**config.mk**
```make
export PLATFORM = sky130hd
export DESIGN_NAME = std_event_quality_status
export DESIGN_NICKNAME = d
export VERILOG_FILES = /design/src/op_complete_tracker.v /design/src/std_event_quality_status.v
export VERILOG_INCLUDE_DIRS = /design/src /design/src/pkg
export SDC_FILE = /design/constraint.sdc
export NUM_CORES = 1
export LEC_CHECK = 0
export CORE_MARGIN = 2
export CORE_UTILIZATION = 50
export DETAILED_ROUTE_END_ITERATION = 7
export DONT_BUFFER_PORTS = 1
export PLACE_DENSITY = 0.62
export SLEW_MARGIN = 20
export SYNTH_ARGS = -nofsm -noshare
export SYNTH_HDL_FRONTEND = slang
export SYNTH_HIERARCHICAL = 1
export SYNTH_SLANG_ARGS = --single-unit
```
**constraint.sdc**
```tcl
create_clock -name i_sys_clk -period 2.9 [get_ports i_sys_clk]
set_input_delay 0.145 -clock i_sys_clk [delete_from_list [all_inputs] [get_ports i_sys_clk]]
set_output_delay 0.145 -clock i_sys_clk [all_outputs]
set_load 0.05 [all_outputs]
```
**src/pkg/status_report_regs.vh**
```
// Purpose: constants for the standard event and measurement quality status block
// Assumes: included by bare name from the design files
// Notes: bit positions, valid masks, reset values and query answer widths
`ifndef STATUS_REPORT_REGS_VH
`define STATUS_REPORT_REGS_VH

// ----------------------------------------------------------------------------
// standard event flags, 8 bits
// ----------------------------------------------------------------------------
`define STD_WIDTH 8
`define STD_BIT_OP_COMPLETE 0
`define STD_BIT_QUERY_ERR 2
`define STD_BIT_DEVICE_ERR 3
`define STD_BIT_EXEC_ERR 4
`define STD_BIT_CMD_ERR 5
`define STD_BIT_POWER_ON 7
`define STD_VALID_MASK 8'hBD
`define STD_FLAGS_RESET 8'h80
`define STD_ENABLE_RESET 8'h00

// ----------------------------------------------------------------------------
// measurement quality status, 16 bits
// ----------------------------------------------------------------------------
`define QUAL_WIDTH 16
`define QUAL_BIT_POWER_SUM 3
`define QUAL_BIT_CAL_SUM 8
`define QUAL_BIT_SELF_TEST 9
`define QUAL_VALID_MASK 16'h0308
`define QUAL_ENABLE_MASK 16'h7FFF
`define QUAL_COND_RESET 16'h0000
`define QUAL_EVENT_RESET 16'h0000
`define QUAL_ENABLE_RESET 16'h0000

// ----------------------------------------------------------------------------
// status byte summary positions
// ----------------------------------------------------------------------------
`define STB_WIDTH 8
`define STB_BIT_QUAL_SUM 3
`define STB_BIT_STD_SUM 5
`define STB_RESET 8'h00

// ----------------------------------------------------------------------------
// query answer
// ----------------------------------------------------------------------------
`define RESP_WIDTH 16
`define RESP_RESET 16'h0000

`endif

```
**src/op_complete_tracker.v**
```verilog
// Purpose: arms on an operation-complete request and fires when overlapped work drains
// Assumes: i_pending is a level from the command processor, high while any
//          overlapped command is still running
// Notes: o_done_pulse is a one-cycle registered pulse
`timescale 1ns/1ps
module op_complete_tracker (
    input wire i_sys_clk,
    input wire i_reset_n,
    input wire i_clk_en,
    input wire i_opc_request,
    input wire i_pending,
    input wire i_clear,
    output reg o_done_pulse
);

    // ------------------------------------------------------------------------
    // arm and fire
    // ------------------------------------------------------------------------
    reg armed_ff;
    reg nxt_armed;
    reg nxt_done;

    always @* begin
        nxt_armed = armed_ff;
        nxt_done = 1'b0;
        if (i_opc_request) begin
            nxt_armed = 1'b1;
        end else if (armed_ff && !i_pending) begin
            // all commands issued after the request are finished
            nxt_armed = 1'b0;
            nxt_done = 1'b1;
        end
        if (i_clear && !i_opc_request) begin
            nxt_armed = 1'b0;
        end
    end

    always @(posedge i_sys_clk or negedge i_reset_n) begin
        if (!i_reset_n) begin
            armed_ff <= 1'b0;
            o_done_pulse <= 1'b0;
        end else if (i_clk_en) begin
            armed_ff <= nxt_armed;
            o_done_pulse <= nxt_done;
        end
    end

endmodule // op_complete_tracker

```
**src/std_event_quality_status.v**
```verilog
// Purpose: standard event flags and measurement quality status with summaries
// Assumes: all command and event inputs come from the command processor on i_sys_clk;
//          command and event strobes are one-cycle pulses, qualifiers are levels
// Notes: reset stands for a power cycle; queries answer on o_resp_* one cycle later;
//        with several queries in one cycle the first listed answers, every clear still acts;
//        enable masks and quality conditions survive the clear-status command
//
// Functional notes
// - set event bit 0 when overlapped work after an operation-complete request ends
// - event bits 1 and 6 are unused and always read zero
// - set event bit 2 on every query error
// - set event bit 3 on every device-dependent error
// - set event bit 4 on every command execution error
// - set event bit 5 on every command syntax error
// - set event bit 7 at power-up to flag a power cycle
// - clear-status command and event status query clear the whole event register
// - event enable mask clears at power cycle and on writing zero
// - event summary is high when any flag is set with its enable bit
// - controller sets quality enable mask; enabled quality bits drive quality summary
// - set quality bit 3 on corrupt or questionable measurement data
// - clear quality bit 3 when a measurement completes free of those errors
// - set quality bit 8 when zeroing or calibration ends with its error
// - clear quality bit 8 when zeroing or calibration succeeds with no error
// - quality bit 9 follows the power-on self test failing or passing
// - quality group is 16 bits wide and bit 15 reads zero
// - event summary appears in status byte bit 5
// - quality summary appears in status byte bit 3, gated by its enable
`timescale 1ns/1ps
`include "status_report_regs.vh"
module std_event_quality_status (
    input wire i_sys_clk,
    input wire i_reset_n,
    input wire i_clk_en,
    // commands
    input wire i_clear_status,
    input wire i_opc_request,
    input wire i_overlapped_pending,
    input wire i_std_enable_wr,
    input wire [7:0] i_std_enable_data,
    input wire i_qual_enable_wr,
    input wire [15:0] i_qual_enable_data,
    // queries
    input wire i_std_flags_query,
    input wire i_std_enable_query,
    input wire i_qual_event_query,
    input wire i_qual_cond_query,
    input wire i_qual_enable_query,
    input wire i_status_byte_query,
    // error reports
    input wire i_query_error,
    input wire i_device_error,
    input wire i_exec_error,
    input wire i_syntax_error,
    // measurement quality
    input wire i_meas_done,
    input wire i_meas_data_corrupt,
    input wire i_meas_data_questionable,
    input wire i_cal_done,
    input wire i_cal_questionable,
    input wire i_cal_any_error,
    input wire i_self_test_done,
    input wire i_self_test_fail,
    // status views
    output reg [7:0] o_std_flags,
    output reg [7:0] o_std_enable,
    output reg [15:0] o_qual_cond,
    output reg [15:0] o_qual_event,
    output reg [15:0] o_qual_enable,
    output reg [7:0] o_status_byte,
    output reg o_resp_valid,
    output reg [15:0] o_resp_data
);

    // ------------------------------------------------------------------------
    // operation complete
    // ------------------------------------------------------------------------
    wire opc_done;

    op_complete_tracker u_opc (
        .i_sys_clk(i_sys_clk),
        .i_reset_n(i_reset_n),
        .i_clk_en(i_clk_en),
        .i_opc_request(i_opc_request),
        .i_pending(i_overlapped_pending),
        .i_clear(i_clear_status),
        .o_done_pulse(opc_done)
    );

    // ------------------------------------------------------------------------
    // clear strobes
    // ------------------------------------------------------------------------
    wire std_clear;
    wire qual_clear;

    // a query that reads an event register also empties it
    assign std_clear = i_clear_status | i_std_flags_query;
    assign qual_clear = i_clear_status | i_qual_event_query;

    // ------------------------------------------------------------------------
    // standard event flags
    // ------------------------------------------------------------------------
    reg [7:0] std_flags_ff;
    reg [7:0] std_enable_ff;
    reg [7:0] std_set;
    wire [7:0] nxt_std_flags;
    reg [7:0] nxt_std_enable;

    localparam [7:0] STD_VALID = `STD_VALID_MASK;
    genvar gs;

    always @* begin
        std_set = 8'h00;
        std_set[`STD_BIT_OP_COMPLETE] = opc_done;
        std_set[`STD_BIT_QUERY_ERR] = i_query_error;
        std_set[`STD_BIT_DEVICE_ERR] = i_device_error;
        std_set[`STD_BIT_EXEC_ERR] = i_exec_error;
        std_set[`STD_BIT_CMD_ERR] = i_syntax_error;
    end

    // per-bit latch: the whole register clears, a set in the same cycle survives
    generate
        for (gs = 0; gs < `STD_WIDTH; gs = gs + 1) begin : g_std_bit
            assign nxt_std_flags[gs] = STD_VALID[gs] &
                ((std_flags_ff[gs] & ~std_clear) | std_set[gs]);
        end
    endgenerate

    always @* begin
        nxt_std_enable = std_enable_ff;
        if (i_std_enable_wr) begin
            // a written zero clears the mask
            nxt_std_enable = i_std_enable_data;
        end
    end

    always @(posedge i_sys_clk or negedge i_reset_n) begin
        if (!i_reset_n) begin
            std_flags_ff <= `STD_FLAGS_RESET;
            std_enable_ff <= `STD_ENABLE_RESET;
        end else if (i_clk_en) begin
            std_flags_ff <= nxt_std_flags;
            std_enable_ff <= nxt_std_enable;
        end
    end

    // ------------------------------------------------------------------------
    // quality condition
    // ------------------------------------------------------------------------
    reg [15:0] qual_cond_ff;
    reg [15:0] nxt_qual_cond;
    reg [15:0] qual_set;
    wire meas_bad;
    wire cal_bad;
    wire cal_good;

    assign meas_bad = i_meas_data_corrupt | i_meas_data_questionable;
    assign cal_bad = i_cal_done & i_cal_questionable;
    assign cal_good = i_cal_done & ~i_cal_any_error & ~i_cal_questionable;

    always @* begin
        nxt_qual_cond = qual_cond_ff;
        if (i_meas_done) begin
            nxt_qual_cond[`QUAL_BIT_POWER_SUM] = meas_bad;
        end
        if (cal_bad) begin
            nxt_qual_cond[`QUAL_BIT_CAL_SUM] = 1'b1;
        end else if (cal_good) begin
            nxt_qual_cond[`QUAL_BIT_CAL_SUM] = 1'b0;
        end
        if (i_self_test_done) begin
            nxt_qual_cond[`QUAL_BIT_SELF_TEST] = i_self_test_fail;
        end
        nxt_qual_cond = nxt_qual_cond & `QUAL_VALID_MASK;
    end

    // each set cause latches its bit into the event register
    always @* begin
        qual_set = 16'h0000;
        qual_set[`QUAL_BIT_POWER_SUM] = i_meas_done & meas_bad;
        qual_set[`QUAL_BIT_CAL_SUM] = cal_bad;
        qual_set[`QUAL_BIT_SELF_TEST] = i_self_test_done & i_self_test_fail;
    end

    always @(posedge i_sys_clk or negedge i_reset_n) begin
        if (!i_reset_n) begin
            qual_cond_ff <= `QUAL_COND_RESET;
        end else if (i_clk_en) begin
            qual_cond_ff <= nxt_qual_cond;
        end
    end

    // ------------------------------------------------------------------------
    // quality event and enable
    // ------------------------------------------------------------------------
    reg [15:0] qual_event_ff;
    reg [15:0] qual_enable_ff;
    wire [15:0] nxt_qual_event;
    reg [15:0] nxt_qual_enable;

    localparam [15:0] QUAL_VALID = `QUAL_VALID_MASK;
    genvar gq;

    // per-bit latch: a set in the same cycle as a clear survives
    generate
        for (gq = 0; gq < `QUAL_WIDTH; gq = gq + 1) begin : g_qual_bit
            assign nxt_qual_event[gq] = QUAL_VALID[gq] &
                ((qual_event_ff[gq] & ~qual_clear) | qual_set[gq]);
        end
    endgenerate

    always @* begin
        nxt_qual_enable = qual_enable_ff;
        if (i_qual_enable_wr) begin
            nxt_qual_enable = i_qual_enable_data & `QUAL_ENABLE_MASK;
        end
    end

    always @(posedge i_sys_clk or negedge i_reset_n) begin
        if (!i_reset_n) begin
            qual_event_ff <= `QUAL_EVENT_RESET;
            qual_enable_ff <= `QUAL_ENABLE_RESET;
        end else if (i_clk_en) begin
            qual_event_ff <= nxt_qual_event;
            qual_enable_ff <= nxt_qual_enable;
        end
    end

    // ------------------------------------------------------------------------
    // summaries and status byte
    // ------------------------------------------------------------------------
    reg [7:0] nxt_status_byte;
    wire std_summary;
    wire qual_summary;

    // taken from next values so the byte moves with the registers it summarises
    assign std_summary = |(nxt_std_flags & nxt_std_enable);
    assign qual_summary = |(nxt_qual_event & nxt_qual_enable);

    always @* begin
        nxt_status_byte = 8'h00;
        nxt_status_byte[`STB_BIT_STD_SUM] = std_summary;
        nxt_status_byte[`STB_BIT_QUAL_SUM] = qual_summary;
    end

    // ------------------------------------------------------------------------
    // query select
    // ------------------------------------------------------------------------
    // answer select codes
    localparam [2:0] SEL_NONE = 3'h0;
    localparam [2:0] SEL_STD_FLAGS = 3'h1;
    localparam [2:0] SEL_STD_ENABLE = 3'h2;
    localparam [2:0] SEL_QUAL_EVENT = 3'h3;
    localparam [2:0] SEL_QUAL_COND = 3'h4;
    localparam [2:0] SEL_QUAL_ENABLE = 3'h5;
    localparam [2:0] SEL_STATUS_BYTE = 3'h6;

    reg [2:0] query_sel;

    // one query per cycle expected; if several coincide the first listed answers
    always @* begin
        query_sel = SEL_NONE;
        if (i_std_flags_query) begin
            query_sel = SEL_STD_FLAGS;
        end else if (i_std_enable_query) begin
            query_sel = SEL_STD_ENABLE;
        end else if (i_qual_event_query) begin
            query_sel = SEL_QUAL_EVENT;
        end else if (i_qual_cond_query) begin
            query_sel = SEL_QUAL_COND;
        end else if (i_qual_enable_query) begin
            query_sel = SEL_QUAL_ENABLE;
        end else if (i_status_byte_query) begin
            query_sel = SEL_STATUS_BYTE;
        end
    end

    // ------------------------------------------------------------------------
    // query answers
    // ------------------------------------------------------------------------
    reg nxt_resp_valid;
    reg [15:0] nxt_resp_data;
    wire any_query;

    assign any_query = i_std_flags_query | i_std_enable_query | i_qual_event_query |
        i_qual_cond_query | i_qual_enable_query | i_status_byte_query;

    // the answer shows the register as it stood before the query edge
    always @* begin
        nxt_resp_valid = any_query;
        case (query_sel)
            SEL_STD_FLAGS: begin
                nxt_resp_data = {8'h00, std_flags_ff};
            end
            SEL_STD_ENABLE: begin
                nxt_resp_data = {8'h00, std_enable_ff};
            end
            SEL_QUAL_EVENT: begin
                nxt_resp_data = qual_event_ff;
            end
            SEL_QUAL_COND: begin
                nxt_resp_data = qual_cond_ff;
            end
            SEL_QUAL_ENABLE: begin
                nxt_resp_data = qual_enable_ff;
            end
            SEL_STATUS_BYTE: begin
                nxt_resp_data = {8'h00, o_status_byte};
            end
            default: begin
                nxt_resp_data = `RESP_RESET;
            end
        endcase
    end

    // ------------------------------------------------------------------------
    // output registers
    // ------------------------------------------------------------------------
    always @(posedge i_sys_clk or negedge i_reset_n) begin
        if (!i_reset_n) begin
            o_std_flags <= `STD_FLAGS_RESET;
            o_std_enable <= `STD_ENABLE_RESET;
            o_qual_cond <= `QUAL_COND_RESET;
            o_qual_event <= `QUAL_EVENT_RESET;
            o_qual_enable <= `QUAL_ENABLE_RESET;
            o_status_byte <= `STB_RESET;
            o_resp_valid <= 1'b0;
            o_resp_data <= `RESP_RESET;
        end else if (i_clk_en) begin
            o_std_flags <= nxt_std_flags;
            o_std_enable <= nxt_std_enable;
            o_qual_cond <= nxt_qual_cond;
            o_qual_event <= nxt_qual_event;
            o_qual_enable <= nxt_qual_enable;
            o_status_byte <= nxt_status_byte;
            o_resp_valid <= nxt_resp_valid;
            o_resp_data <= nxt_resp_data;
        end
    end

endmodule // std_event_quality_status

```
### Word level (Yosys, flattened, before mapping)

Index checks and enable logic that the tools add are counted.

* bits in registers: 57
* bits of input ports: 50

* eq/ne operators: 6
* muxes and demuxes: 16
* bitwise logic cells: 36
* reductions and logical operators: 12

Operators by type and width (number)
* $pmux W16 S6: 1
* $mux W3: 6
* $and A10 B16 Y16: 1
* $mux W16: 1
* $or A1 B1 Y1: 16
* $reduce_or A16 Y1: 1
* $and A1 B1 Y1: 14
* $eq A3 B3 Y1 const B: 3
* $and A8 B8 Y8: 1
* $mux W8: 1
* $reduce_and A2 Y1: 4
* $reduce_or A8 Y1: 1
* $mux W1: 7
* $eq A3 B2 Y1 const B: 2
* $not A1 Y1: 4
* $eq A3 B1 Y1 const B: 1
* $reduce_bool A3 Y1: 1
* $logic_and A1 B1 Y1: 2
* $logic_not A1 Y1: 2
* $reduce_bool A2 Y1: 1

### Depth between registers and ports, before layout

Gate-level depths: netlist of the first run.

* depth after elaboration: 8
* mapped depth: 6
* mapped depth without buffers: 4

### Cells and area by module

The synthesis of the first run kept the hierarchy.

Modules (own cells, without submodules)
* std_event_quality_status: times used 1, cells each 249, area each 2707.6 sq um, seq. area each 1327.5 sq um
* op_complete_tracker: times used 1, cells each 7, area each 87.6 sq um, seq. area each 50.0 sq um

### Worst setup path after synthesis of the first run

No wires, ideal clock.

* kind: flip-flop to flip-flop
* from: reg o_std_enable[2] (netlist name)
* to: reg o_status_byte[5]
* library setup time: 0.126 ns
* arrival time: 1.508 ns
* required time: 2.774 ns
* slack: 1.266 ns
* cell stages (with the launch flop): 5
* path buffers: 0
* clock period less this slack: 1.634 ns
* cell sequence: dfrtp_1 -> mux2_4 -> a22oi_2 -> o221ai_2 -> o32a_1

RTL lines
* end signal, assigned: line std_event_quality_status.v:325 `` o_status_byte <= `STB_RESET; ``
* end signal, assigned: line std_event_quality_status.v:334 `o_status_byte <= nxt_status_byte;`
* end, declared: line std_event_quality_status.v:69 `output reg [7:0] o_status_byte,`

==> results of run 1 <==
-- metal layers --
layer | part of all wire | up-vias | track usage | wire (um)
met2 | 0.50 | 116 | 0.340 | 3160
met1 | 0.41 | 973 | 0.284 | 2580
met3 | 0.090 | 2 | 0.0614 | 567
li1 | - | 902 | - | -
met4 | 0.0036 | 0 | 0.0596 | 23
met5 | 0 | - | 0 | 0
-- power by group --
part           internal (uW)  switching (uW)  total [uW]
logic                    146             200         346
clock network            169             238         407
registers                850             417        1270
-- sequential cells by signal, indices dropped and copies added, names as in the netlist --
signal,flops
o_qual_enable,15
qual_event_ff,3
o_resp_data,15
u_opc/o_done_pulse,1
o_resp_valid,1
o_std_enable,8
u_opc/armed_ff,1
o_qual_cond,3
o_std_flags,6
o_status_byte,2
-- how the worst min path moves through the flow --
stage                            end  slack [ns]  cells after the start
floorplan             o_qual_cond[3]       -0.15                      0
global placement      u_opc/armed_ff       -0.15                      0
detailed placement    u_opc/armed_ff       -0.15                      0
CTS                 qual_event_ff[9]       0.003                      1
global route          o_resp_data[5]        0.03                      2
finish                o_resp_data[5]        0.02                      2
-- critical path: stages, from the launching register on --
cell and delay [ns]:
dfrtp_1 0.60, mux2_4 0.38, a22oi_2 0.20, o221ai_2 0.11
o32a_1 0.33
-- layout by cell type, fill, tap and decap left out, drive strengths merged, types with 7 or more instances in the layout --
cell and instances:
dfrtp 54, conb 36, dlygate4sd3 35, mux2 28
nand2 19, inv 16, o21ai 15, o22ai 11
mux2i 8, a21oi 7, a22oi 7
-- layout make-up --
cell class	instances	area [um^2]	share of cell area
Tap cell	72	90.1	0.0284
Inverter	16	60.1	0.0189
Clock buffer	6	72.6	0.0228
Timing Repair Buffer	37	398	0.125
Multi-Input combinational cell	173	1160	0.366
Antenna cell	1	2.50	0.000788
Clock inverter	2	12.5	0.00394
Sequential cell	55	1380	0.434
-- logic make-up after synthesis --
logic type	share of synthesized area
flops	0.493
compound gates	0.150
other cells	0.00134
simple gates	0.0756
mux	0.143
buf+inv	0.138
-- through the flow --
step	setup slack, ns	util	power [uW]	hold slack, ns
floorplan	1.27	-	1550	-0.151
global placement	1.19	0.495	1550	-0.150
detailed placement	1.19	0.495	1560	-0.150
CTS	1.17	0.582	2040	0.00344
global route	1.11	0.584	2120	0.0331
finish	1.17	0.584	2020	0.0222
==> metrics, run 1 <==
Post-synth top cells dfrtp_1, buf_4, mux2_2; register area share after synthesis 0.493; vias per inst 5.51; port buffer count 0; root buf cell clkbuf_8; CP endpoint o_status_byte[5]; Reg-to-Reg Start o_std_enable[2]; routability-driven placement congestion ratio 0.801; CTS max path bufs 2; Unique masters post-synth 37; Initial DRC Count 120; final setup vio count 0; arrival time worst endpoint 1.91 ns; PwrDens 636 nW/um^2; drt first pass iters 4; Die Wd 78.8 um; VDD IR max 370 uV; TritonCTS clock tree yes; leading area contributor after synthesis dfrtp_1; placed cells 316; # nets final 338; Slew headroom 0.543; Overall Global Routing Usage 0.213; # IOs 139; first-pass GRT wire length 10100 um; antenna viol nets, final 0; CTS Buf Count 5; worst reg2reg setup slack 1.17 ns; Routed WL 6330 um; ys flop type dfrtp_1; Core Area 5440 um^2; fin. max-slew vios 0; Post-synth ARST share 1.00; antenna violations before repair 1; DIE AREA 6200 um^2; dpl hpwl 4230 um; final cell count without fillers 362; reg-to-reg endpoint o_status_byte[5]; max cap viols 0; Mapped Cells 256; chip height 78.8 um; Pleak 0.00138 uW; Hold-fix buffers, CTS 36; total gr overflow 0; YS warnings 6; post-route cell area 3180 um^2; DP Area 2690 um^2; crit-path max FO 4; Final Skew 0.00802 ns; Vias 1993; largest cells by area after synthesis dfrtp_1, mux2_2, buf_4; EDFF count, synth 0; Cell Rows 27; H-Tree Depth 2; CP Class reg -> reg; vias in the first global route 2006; crit end category flip-flop; outcome finished, final reports clean; final-layout fill cell count 461; count leader, synth dfrtp_1; syn avg cell area 10.9 um^2; average wire per standard cell 17.5 um; Worst Tran Pin Value 0.684 ns; post-synth top area share 0.483; share of layout cells above drive strength 1 0.149; Layout Area Growth over Synthesis 13.7%; Reg2Reg Depth 4; clock latency on the worst-skew pair 0.30 ns; FF+latch count, synth 55; Worst-path clk slew 0.10 ns; crit share post-route 0.597; Hold Vio Cnt, Final 0; setup_tns 0 ns; CP Launch Type flip-flop; critical path required time 3.08 ns; max frequency 0.577 GHz; Hold Path Class in -> reg; hold path startpoint i_qual_enable_query; largest net degree at the start of global routing 56; Post-CTS Resized 0; CTS sink cnt 55; Setup Buffers After CTS 0; Initial Utilization 0.514; crit path time final 1.73 ns; Worst Setup SP o_std_enable[2]; Netlist Area Pre-Place 2800 um^2; RSZ-0062 raised after global routing no; DRC Markers 0
Power figures use the tool's default switching activity.
==> run 2, diff against run 1 <==
clock period = 1.7 ns   (was 2.9 ns; I/O delays follow)
==> run 2 against run 1 <==
Compared with the run above:
- register-to-register slack got worse by 1.1 ns
- sequential share of layout area shrank 4.2 points
- clock power increased by 120%
- the run now ends with hold timing left
- critical path type unchanged
==> metrics, run 2 (synthesized netlist as in run 1, its figures left out) <==
outcome finished with violations (was finished, final reports clean); failing checks hold timing; Worst-path clk slew 0.11 ns (was 0.10 ns); antenna violations before repair 1 (unchanged); dpl hpwl 4350 um (was 4230 um); final setup vio count 0 (unchanged); share of layout cells above drive strength 1 0.226 (was 0.149); PwrDens 1080 nW/um^2 (was 636 nW/um^2); Reg2Reg Depth 2 (was 4); CTS max path bufs 2 (unchanged); DRC Markers 0 (unchanged); Slew headroom 0.615 (was 0.543); worst reg2reg setup slack 0.11 ns (was 1.17 ns); Routed WL 6700 um (was 6330 um); root buf cell clkbuf_8 (unchanged); GR peak layer met2 (unchanged); CTS sink cnt 55 (unchanged); crit end category flip-flop (unchanged); clock latency on the worst-skew pair 0.31 ns (was 0.30 ns); crit share post-route 0.936 (was 0.597); CP Launch Type flip-flop (unchanged); chip height 78.8 um (unchanged); # nets final 376 (was 338); total gr overflow 0 (unchanged); # IOs 139 (unchanged); Die Wd 78.8 um (unchanged); Pleak 0.00158 uW (was 0.00138 uW); Final Skew 0.0112 ns (was 0.00802 ns); most frequent cells in the layout dfrtp_1, dlygate4sd3_1, conb_1 (was dfrtp_1, conb_1, dlygate4sd3_1); Post-Place Worst Slack 0.302 ns (was 1.19 ns); Layout Area Growth over Synthesis 25.8% (was 13.7%); VDD IR max 653 uV (was 370 uV); P_sw 1530 uW (was 855 uW); Comb pwr share 0.281 (was 0.171); Reg-to-Reg Start o_qual_cond[9] (was o_std_enable[2]); biggest regs o_qual_enable: 15 flops, o_resp_data: 15 flops, o_std_enable: 8 flops (unchanged); max cap viols 0 (unchanged); met1 Usage GRT 0.295 (was 0.284); routability-driven placement congestion ratio 0.803 (was 0.801); setup_tns 0 ns (unchanged); CTS Buf Count 5 (unchanged); Worst Setup Slack, final 0.110 ns (was 1.17 ns); max frequency 0.629 GHz (was 0.577 GHz); Hold Vio Cnt, Final 1 (was 0); Cell Rows 27 (unchanged); met3 Use GR 0.0659 (was 0.0614); average wire per standard cell 16.7 um (was 17.5 um); Initial Utilization 0.514 (unchanged); commonest non-fill, non-tap cell in the layout dfrtp_1 (unchanged); sequential power share 0.485 (was 0.627); arrival time worst endpoint 1.79 ns (was 1.91 ns); critical path required time 1.90 ns (was 3.08 ns); CP Class reg -> reg (unchanged); Reg area 1380 um^2 (unchanged); Clock power frac 0.233 (was 0.202); fin. max-slew vios 0 (unchanged); switching portion of total power 0.401 (was 0.423); Worst Setup SP o_qual_cond[9] (was o_std_enable[2]); met2 GRT Util 0.360 (was 0.340); Hold Path Class in -> reg (unchanged); DIE AREA 6200 um^2 (unchanged); crit path time final 1.59 ns (was 1.73 ns); final-layout fill cell count 447 (was 461); antenna viol nets, final 0 (unchanged); reg-to-reg endpoint o_qual_cond[9] (was o_status_byte[5]); H-Tree Depth 2 (unchanged); footprint of the multi-input gates 1160 um^2 (unchanged); port buffer count 0 (unchanged); first-pass GRT wire length 10800 um (was 10100 um); CP endpoint o_qual_cond[9] (was o_status_byte[5]); TritonCTS clock tree yes (unchanged); vias in the first global route 2093 (was 2006); Initial DRC Count 83 (was 120); RSZ-0062 raised after global routing no (unchanged); largest net degree at the start of global routing 56 (unchanged); Core Area 5440 um^2 (unchanged); vias per inst 5.32 (was 5.51); Vias 2126 (was 1993); Min Hold Slack -0.00647 ns (was 0.0222 ns); drt first pass iters 4 (unchanged); Worst Tran Pin Value 0.577 ns (was 0.684 ns); Overall Global Routing Usage 0.227 (was 0.213); crit-path max FO 3 (was 4); cell internal pwr 2280 uW (was 1170 uW)
==> run 2: changes by cell type in the layout (fill, tap and decap cells not counted) <==
cell,before,now
buf_6,0,1
clkinv_2,1,0
inv_6,0,1
bufinv_16,0,1
buf_4,0,29
dlygate4sd3_1,35,43
clkinv_4,0,1
clkinvlp_4,1,0
clkbuf_1,1,0
==> run 2: area by class of cell <==
| type | instances | area share |
|---|---|---|
| diodes | 1 | 0.000711 |
| clock buffers | 5 | 0.0196 |
| clock inverters | 3 | 0.0135 |
| inverters | 16 | 0.0171 |
| multi-input cells | 173 | 0.331 |
| flip-flops and latches | 55 | 0.392 |
| well taps | 72 | 0.0256 |
| repair buffers | 75 | 0.201 |
==> run 2: power groups by stage <==
stage / Sequential [uW] / Combinational (uW) / Clock, uW
after global placement: 1870 / 910 / 0
after global routing: 1870 / 1140 / 974
after floorplan: 2130 / 524 / 0
after CTS: 1840 / 1070 / 923
final: 1850 / 1070 / 888
after detailed placement: 1870 / 919 / 0
==> run 2: routing by layer <==
metal,share of wire,wire length (um)
met1,0.41,2730
met2,0.48,3240
met3,0.088,591
met4,0.021,138
met5,0,0
==> run 2: worst min-delay path by stage <==
| stage | from | end | slack, ns | cells past startpoint |
|---|---|---|---|---|
| after floorplan | i_reset_n | o_qual_cond[3] | -0.21 | 0 |
| after global placement | i_reset_n | u_opc/armed_ff | -0.21 | 0 |
| after detailed placement | i_reset_n | u_opc/armed_ff | -0.21 | 0 |
| after CTS | i_qual_enable_wr | o_qual_enable[9] | 0.02 | 2 |
| after global routing | i_qual_enable_wr | o_qual_enable[9] | 0.03 | 2 |
| final | i_std_flags_query | o_resp_data[0] | -0.006 | 2 |
==> run 2: stage by stage <==
step,area (um^2),util,total power (uW),cells
floorplan,2930,-,2650,291
global placement,2920,0.536,2780,346
detailed placement,2920,0.536,2790,346
CTS,3520,0.647,3830,400
global route,3520,0.647,3980,400
finish,3520,0.647,3800,400
==> run 2: what timing repair did <==
action,in CTS,in global routing
buffers inserted,0,0
setup endpoints to repair,0,1
endpoints found under the hold margin,109,0
hold buffers,46,0
gates resized for setup,0,1
==> run 2: critical path: stages (launching register included) <==
cell	delay (ns)
dfrtp_1	0.58
mux2_2	0.35
dlygate4sd3_1	0.55
